--- config.mk ---
export PLATFORM = sky130hd
export DESIGN_NAME = scdec_decode
export DESIGN_NICKNAME = d
export VERILOG_FILES = /design/src/logic/scdec_pkg.sv /design/src/logic/scdec_decode.sv
export SDC_FILE = /design/constraint.sdc
export NUM_CORES = 1
export LEC_CHECK = 0
export BUFFER_PORTS_ARGS = -buffer_cell sky130_fd_sc_hd__buf_2
export CORE_UTILIZATION = 28
export CTS_CLUSTER_DIAMETER = 50
export CTS_CLUSTER_SIZE = 16
export DETAILED_ROUTE_END_ITERATION = 10
export GPL_ROUTABILITY_DRIVEN = 0
export MAX_ROUTING_LAYER = met4
export PLACE_DENSITY_LB_ADDON = 0.1
export SETUP_SLACK_MARGIN = 0.2
export SLEW_MARGIN = 20
export SYNTH_ARGS = -nofsm -noshare
export SYNTH_HDL_FRONTEND = slang
export SYNTH_SLANG_ARGS = --single-unit
--- constraint.sdc ---
create_clock -name clk -period 2.4 [get_ports clk]
set_input_delay 0.48 -clock clk [delete_from_list [all_inputs] [get_ports clk]]
set_output_delay 0.48 -clock clk [all_outputs]
set_load 0.02 [all_outputs]
--- src/logic/scdec_pkg.sv ---
/*
  Constants shared by the serial adapter I/O decoder: address layout,
  port offsets, factory strap defaults and the routing encodings.
  Assumes a 10-bit host I/O address and 8-bit host data.
*/
package scdec_pkg;

  // Host address layout
  localparam int unsigned ADDR_W     = 10;
  localparam int unsigned DATA_W     = 8;
  localparam int unsigned SW_W       = 7;
  localparam int unsigned OFS_W      = 3;
  localparam int unsigned BLOCK_SIZE = 8;

  // Legal base range, aligned to eight locations
  localparam logic [9:0] BASE_MIN = 10'h100;
  localparam logic [9:0] BASE_MAX = 10'h3F8;

  // Offsets within the decoded block
  localparam logic [2:0] OFS_CHAN_A_DATA = 3'h0;
  localparam logic [2:0] OFS_CHAN_A_CTRL = 3'h1;
  localparam logic [2:0] OFS_CHAN_B_DATA = 3'h2;
  localparam logic [2:0] OFS_CHAN_B_CTRL = 3'h3;
  localparam logic [2:0] OFS_BOARD_CS    = 3'h4;

  // Factory settings: base 238 hex gives switches open/closed as 1000111
  localparam logic [9:0] DEFAULT_BASE    = 10'h238;
  localparam logic [6:0] DEFAULT_SWITCH  = 7'h47;
  localparam logic [3:0] DEFAULT_IRQ_SEL = 4'h8;

  // Interrupt line select bits, one hot, none means no interrupt
  localparam int unsigned IRQ_N   = 4;
  localparam int unsigned IRQ_2_9 = 0;
  localparam int unsigned IRQ_3   = 1;
  localparam int unsigned IRQ_4   = 2;
  localparam int unsigned IRQ_5   = 3;

  // Value returned on undecoded reads
  localparam logic [7:0] UNDEF_READ = 8'hFF;

  // Strobe one-hot selects
  typedef enum logic [4:0] {
    SCDEC_SEL_NONE = 5'h00,
    SCDEC_SEL_AD   = 5'h01,
    SCDEC_SEL_AC   = 5'h02,
    SCDEC_SEL_BD   = 5'h04,
    SCDEC_SEL_BC   = 5'h08,
    SCDEC_SEL_CS   = 5'h10
  } scdec_sel_t;

endpackage : scdec_pkg

--- src/logic/scdec_decode.sv ---
/*
  Host I/O address decoder and interrupt router for a two-channel serial
  adapter. Holds the block compare, port selects, read mux and IRQ steering.
  Assumes host strobes are synchronous to clk and one cycle wide; the
  controller and board port answer reads combinationally in that cycle.
*/
`timescale 1ns/1ps
// Overview of operation
// - Respond only to eight consecutive addresses starting at the base
// - Base may sit anywhere from 100 to 3F8 hex, eight-aligned
// - Closed switch demands address bit zero, open switch demands one
// - Seven switches map to A9..A3; low three bits ignored in compare
// - Offset 0 is channel A data, offset 1 channel A control
// - Offset 2 is channel B data, offset 3 channel B control
// - Offset 4 is the board control and status port
// - Factory setting is base 238 hex and interrupt line 5
// - Controller interrupt goes to one of 2/9,3,4,5, or to none
// - Normal mode drives the chosen line exclusively
// - Shared mode lets ports share a line; one port pulls it down
module scdec_decode
  import scdec_pkg::*;
(
  input  wire logic              clk,
  input  wire logic              srst,
  input  wire logic [ADDR_W-1:0] host_addr,
  input  wire logic [DATA_W-1:0] host_wdata,
  input  wire logic              host_rd,
  input  wire logic              host_wr,
  input  wire logic              host_aen,
  output logic      [DATA_W-1:0] host_rdata,
  output logic                   host_hit,
  input  wire logic [SW_W-1:0]   base_address_switch,
  input  wire logic [IRQ_N-1:0]  interrupt_select_header,
  input  wire logic              shared_mode,
  input  wire logic              pulldown_fitted,
  output logic      [4:0]        port_rd,
  output logic      [4:0]        port_wr,
  output logic      [DATA_W-1:0] port_wdata,
  input  wire logic [DATA_W-1:0] serial_rdata,
  input  wire logic [DATA_W-1:0] board_rdata,
  input  wire logic              dual_serial_controller_irq,
  output logic      [IRQ_N-1:0]  irq_out,
  output logic      [IRQ_N-1:0]  irq_oe_n,
  output logic      [IRQ_N-1:0]  irq_pulldown
);

  typedef struct packed {
    logic [SW_W-1:0]   sw;
    logic [IRQ_N-1:0]  irqsel;
    logic [DATA_W-1:0] rdata;
    logic              hit;
    logic [4:0]        rd;
    logic [4:0]        wr;
    logic [DATA_W-1:0] wdata;
    logic [IRQ_N-1:0]  irq;
    logic [IRQ_N-1:0]  oe_n;
    logic [IRQ_N-1:0]  pd;
  } scdec_state_t;

  scdec_state_t st_ff;
  scdec_state_t nxt_st;

  logic        in_block;
  logic [2:0]  ofs;
  scdec_sel_t  sel;
  logic        sel_valid;
  logic [IRQ_N-1:0] irq_onehot;
  logic [9:0]  base;

  // Base from switches; closed switch reads as 0 on its address bit
  assign base = {st_ff.sw, 3'h0};
  // Only the upper seven bits are compared, offset bits are free
  assign in_block = host_aen && (host_addr[9:3] == st_ff.sw);
  assign ofs = host_addr[2:0];
  // A header with more than one jumper is treated as no selection
  assign irq_onehot = ($onehot(st_ff.irqsel)) ? st_ff.irqsel : '0;

  // Offset to port select
  always_comb begin
    case (ofs)
      OFS_CHAN_A_DATA: sel = SCDEC_SEL_AD;
      OFS_CHAN_A_CTRL: sel = SCDEC_SEL_AC;
      OFS_CHAN_B_DATA: sel = SCDEC_SEL_BD;
      OFS_CHAN_B_CTRL: sel = SCDEC_SEL_BC;
      OFS_BOARD_CS:    sel = SCDEC_SEL_CS;
      default:         sel = SCDEC_SEL_NONE;
    endcase
  end
  // Bases below 100 hex sit on motherboard ports and never decode
  assign sel_valid = in_block && (base >= BASE_MIN)
                     && (base <= BASE_MAX);

  // Next state: straps sampled every cycle, strobes and data registered
  always_comb begin
    nxt_st        = st_ff;
    nxt_st.sw     = base_address_switch;
    nxt_st.irqsel = interrupt_select_header;
    nxt_st.hit    = sel_valid && (host_rd || host_wr);
    nxt_st.rd     = (sel_valid && host_rd) ? sel : '0;
    nxt_st.wr     = (sel_valid && host_wr) ? sel : '0;
    nxt_st.wdata  = host_wdata;
    if (sel_valid && host_rd && (sel == SCDEC_SEL_CS)) begin
      nxt_st.rdata = board_rdata;
    end else if (sel_valid && host_rd && (sel != SCDEC_SEL_NONE)) begin
      nxt_st.rdata = serial_rdata;
    end else begin
      nxt_st.rdata = UNDEF_READ;
    end
    // Normal mode drives the line both ways; shared only pulls it high
    nxt_st.irq  = dual_serial_controller_irq ? irq_onehot : '0;
    if (shared_mode) begin
      nxt_st.oe_n = ~(irq_onehot & {IRQ_N{dual_serial_controller_irq}});
      nxt_st.pd   = pulldown_fitted ? irq_onehot : '0;
    end else begin
      nxt_st.oe_n = ~irq_onehot;
      nxt_st.pd   = '0;
    end
  end

  // State register; reset loads factory straps until first sample
  always_ff @(posedge clk) begin
    if (srst) begin
      st_ff.sw     <= DEFAULT_SWITCH;
      st_ff.irqsel <= DEFAULT_IRQ_SEL;
      st_ff.rdata  <= UNDEF_READ;
      st_ff.hit    <= 1'b0;
      st_ff.rd     <= '0;
      st_ff.wr     <= '0;
      st_ff.wdata  <= '0;
      st_ff.irq    <= '0;
      st_ff.oe_n   <= '1;
      st_ff.pd     <= '0;
    end else begin
      st_ff <= nxt_st;
    end
  end

  assign host_rdata   = st_ff.rdata;
  assign host_hit     = st_ff.hit;
  assign port_rd      = st_ff.rd;
  assign port_wr      = st_ff.wr;
  assign port_wdata   = st_ff.wdata;
  assign irq_out      = st_ff.irq;
  assign irq_oe_n     = st_ff.oe_n;
  assign irq_pulldown = st_ff.pd;
endmodule : scdec_decode

==> run summary <==
Total GRT Usage: 0.107
Syn nets: 268
Filler Cells Inserted: 776
Chip width: 89.4 µm
Seq/Total Area, Yosys: 0.468
Drt drc: 0
Detailed placement HPWL: 3080 µm
Crit Path Max Fanout: 4
Num Clock Sinks: 50
Die area: 7990 µm²
Routed Antenna Nets: 0
FMAX: 480 MHz
R2R setup slack: 320 ps
Type of the worst setup path: flop to flop
Via density: 4.07
Min Clock Period, post-route: 2080 ps
Nets: 324
CTS Buf Count: 5
Worst Hold Class: primary input to flop
Detailed Route WL: 4170 µm
CP bufs+invs: 4
Multi-input logic area: 793 µm²
Vias in the first global route: 1,282
Core box area: 7330 µm²
Worst EP required: 2580 ps
Global-route wire length before repair: 6110 µm
Die height: 89.4 µm
Total number of vias: 1,498
Slew Limit Headroom: 0.573
1st-pass router iterations: 3
Root buf cell: clkbuf_8
Syn Area/Cell: 10.1 µm²
Pwr per Cell Area: 635 nW/µm²
CP cell instances: inv_1, fa_1, inv_1, ha_1, ha_1, nor3b_4, buf_4, buf_4, nand3_1
RSZ-0062 raised after global routing: false
Worst VDD drop: 0.000284 V
Place WS: 203 ps
Final Instance Area: 2530 µm²
Period utilization: 0.867
Worst setup margin: 318 ps
CP startpoint kind: flop
Share of post-route cells with drive strength above 1: 0.465
Worst endpoint data arrival time: 2270 ps
Status: completed
CP delay by family, top: adder cells
CTS HTree Levels: 2
DR iter-0 viols: 49
Slowest-stage cell, CP: fa_1
CTS tree: yes
Largest net degree at the start of global routing: 28
Final TNS setup: 0 ps
Synth-to-Final Area Change: 18.6%
Grt total ovfl: 0
Total power draw: 0.00161 W
Worst skew pair latency: 300 ps
Lkg Pwr: 1.07 nW
Final hold violation count: 0
Worst setup EP type: flop
Clk slew on worst S/H paths: 100 ps
Post-Place Cell Area: 2390 µm²
PortBufs: 91
Worst path max stage delay: 530 ps
Routed wire length per instance: 11.3 µm
Sequential Area: 1000 µm²
MaxCap Viol Count: 0
Initial antenna violation count: 0
Mapped Cells: 212
Worst Tran Pin Value: 641 ps
Count of cell types in the netlist: 32
Final setup violation count: 0
YS warnings: 0
Synth Register Bits: 50
Starting Density: 0.292
Cell area after synthesis: 2140 µm²
Longest Clk Path Bufs: 2
Hold slack: 357 ps
CTS Hold Bufs: 0
Antenna diodes: 0
Final Max Tran Viols: 0
Ports: 92
Row count: 31
Worst Skew: 5.37 ps
[path summary, 6_finish.rpt]
kind                                                  from                     end  cells past startpoint
worst max-delay path                  st_ff[39]$_SDFF_PP0_  irq_oe_n[0]$_SDFF_PP1_                      9
worst min-delay path            interrupt_select_header[3]    st_ff[42]$_SDFF_PP1_                      2
worst max register to register        st_ff[39]$_SDFF_PP0_  irq_oe_n[0]$_SDFF_PP1_                      9
worst min register to register        st_ff[39]$_SDFF_PP0_  irq_oe_n[0]$_SDFF_PP1_                      1
[state kept, by name, indices dropped and copies added (netlist names)]
name	cells
st_ff	4
port_wr	5
base	7
irq_oe_n	4
port_rd	5
irq_pulldown	4
irq_out	4
port_wdata	8
host_hit	1
host_rdata	8
[worst register-to-register path: stages (launching register included)]
cell and delay (ps):
dfxtp_1 360, inv_1 70, fa_1 530, inv_1 40, ha_1 170, ha_1 300, nor3b_4 190, buf_4 150
buf_4 100, nand3_1 60
[cells in the final DEF (no fill, tap or decap), types with 2 or more instances in the layout]
cell type,count
nand4_1,9
buf_4,5
xnor2_1,3
nand2b_1,14
inv_1,6
nor2_1,9
or2_2,5
nor4_2,11
nand2_1,5
xor2_1,3
clkbuf_8,6
o22ai_1,8
ha_1,2
dfxtp_1,49
or3_1,8
nand4b_1,2
buf_2,91
nor2b_1,14
nand3_1,4
[what timing repair did]
item | CTS | global route
gates resized for setup | 1 | 2
setup buffers | 0 | 4
setup endpoints to repair | 8 | 9
hold endpoints to repair | 0 | 0
pin swaps | 0 | 1
[cell usage after synthesis]
| cell type | n | area, µm² |
|---|---|---|
| dfxtp_1 | 50 | 1000 |
| buf_4 | 38 | 285 |
| nand2b_1 | 14 | 87.6 |
| nor2b_1 | 14 | 87.6 |
| nor4_2 | 11 | 138 |
| nand4_1 | 9 | 56.3 |
| nor2_1 | 9 | 33.8 |
| o22ai_1 | 8 | 50.1 |
| or3_1 | 8 | 50.1 |
| inv_1 | 6 | 22.5 |
| nand2_1 | 6 | 22.5 |
| or2_2 | 5 | 31.3 |
| nand3_1 | 4 | 20.0 |
| buf_1 | 3 | 11.3 |
| clkbuf_1 | 3 | 11.3 |
| xnor2_1 | 3 | 26.3 |
| xor2_1 | 3 | 26.3 |
| buf_2 | 2 | 10.0 |
| ha_1 | 2 | 25.0 |
| nand4b_1 | 2 | 17.5 |
| a21oi_1 | 1 | 5.00 |
| and4_1 | 1 | 8.76 |
| buf_6 | 1 | 11.3 |
| fa_1 | 1 | 20.0 |
| nand3b_1 | 1 | 7.51 |
| nor3b_2 | 1 | 12.5 |
| nor4_4 | 1 | 21.3 |
| o21a_1 | 1 | 7.51 |
| o21ai_1 | 1 | 5.00 |
| o21bai_1 | 1 | 7.51 |
| or2_1 | 1 | 6.26 |
| or3_4 | 1 | 11.3 |
[report_power, final]
group          switching (W)  internal, W
Clock               0.000285     0.000238
Sequential        0.00000889     0.000852
Combinational       0.000121     0.000104
[metrics by stage]
step | util | cells
after global placement | 0.327 | 356
after detailed placement | 0.327 | 356
after floorplan | - | 212
after global routing | 0.346 | 368
final | 0.346 | 368
after CTS | 0.341 | 364
[cells by family (layout without fill, tap and decap cells)]
logic type | after synthesis | count (layout) | synth area share
AOI/OAI and AO/OA | 12 | 12 | 0.0351
xor gates and xnor gates | 6 | 6 | 0.0246
adders and majority gates | 3 | 3 | 0.0211
buffers and inverters | 53 | 110 | 0.165
DFF | 50 | 50 | 0.468
and+or+nand+nor | 88 | 88 | 0.286
[area by class of cell]
type	count	share of cell area
flip-flops and latches	50	0.396
clock inverters	2	0.00642
clock buffers	6	0.0326
well taps	99	0.0489
multi-input cells	109	0.313
inverters	6	0.00889
repair buffers	96	0.195
[per-layer routing]
| metal | part of all wire | track usage |
|---|---|---|
| met1 | 0.53 | 0.151 |
| met5 | 0 | - |
| met3 | 0.071 | 0.0360 |
| met4 | 0.0067 | 0.0346 |
| met2 | 0.39 | 0.139 |
(Power assumes the default switching activity.)
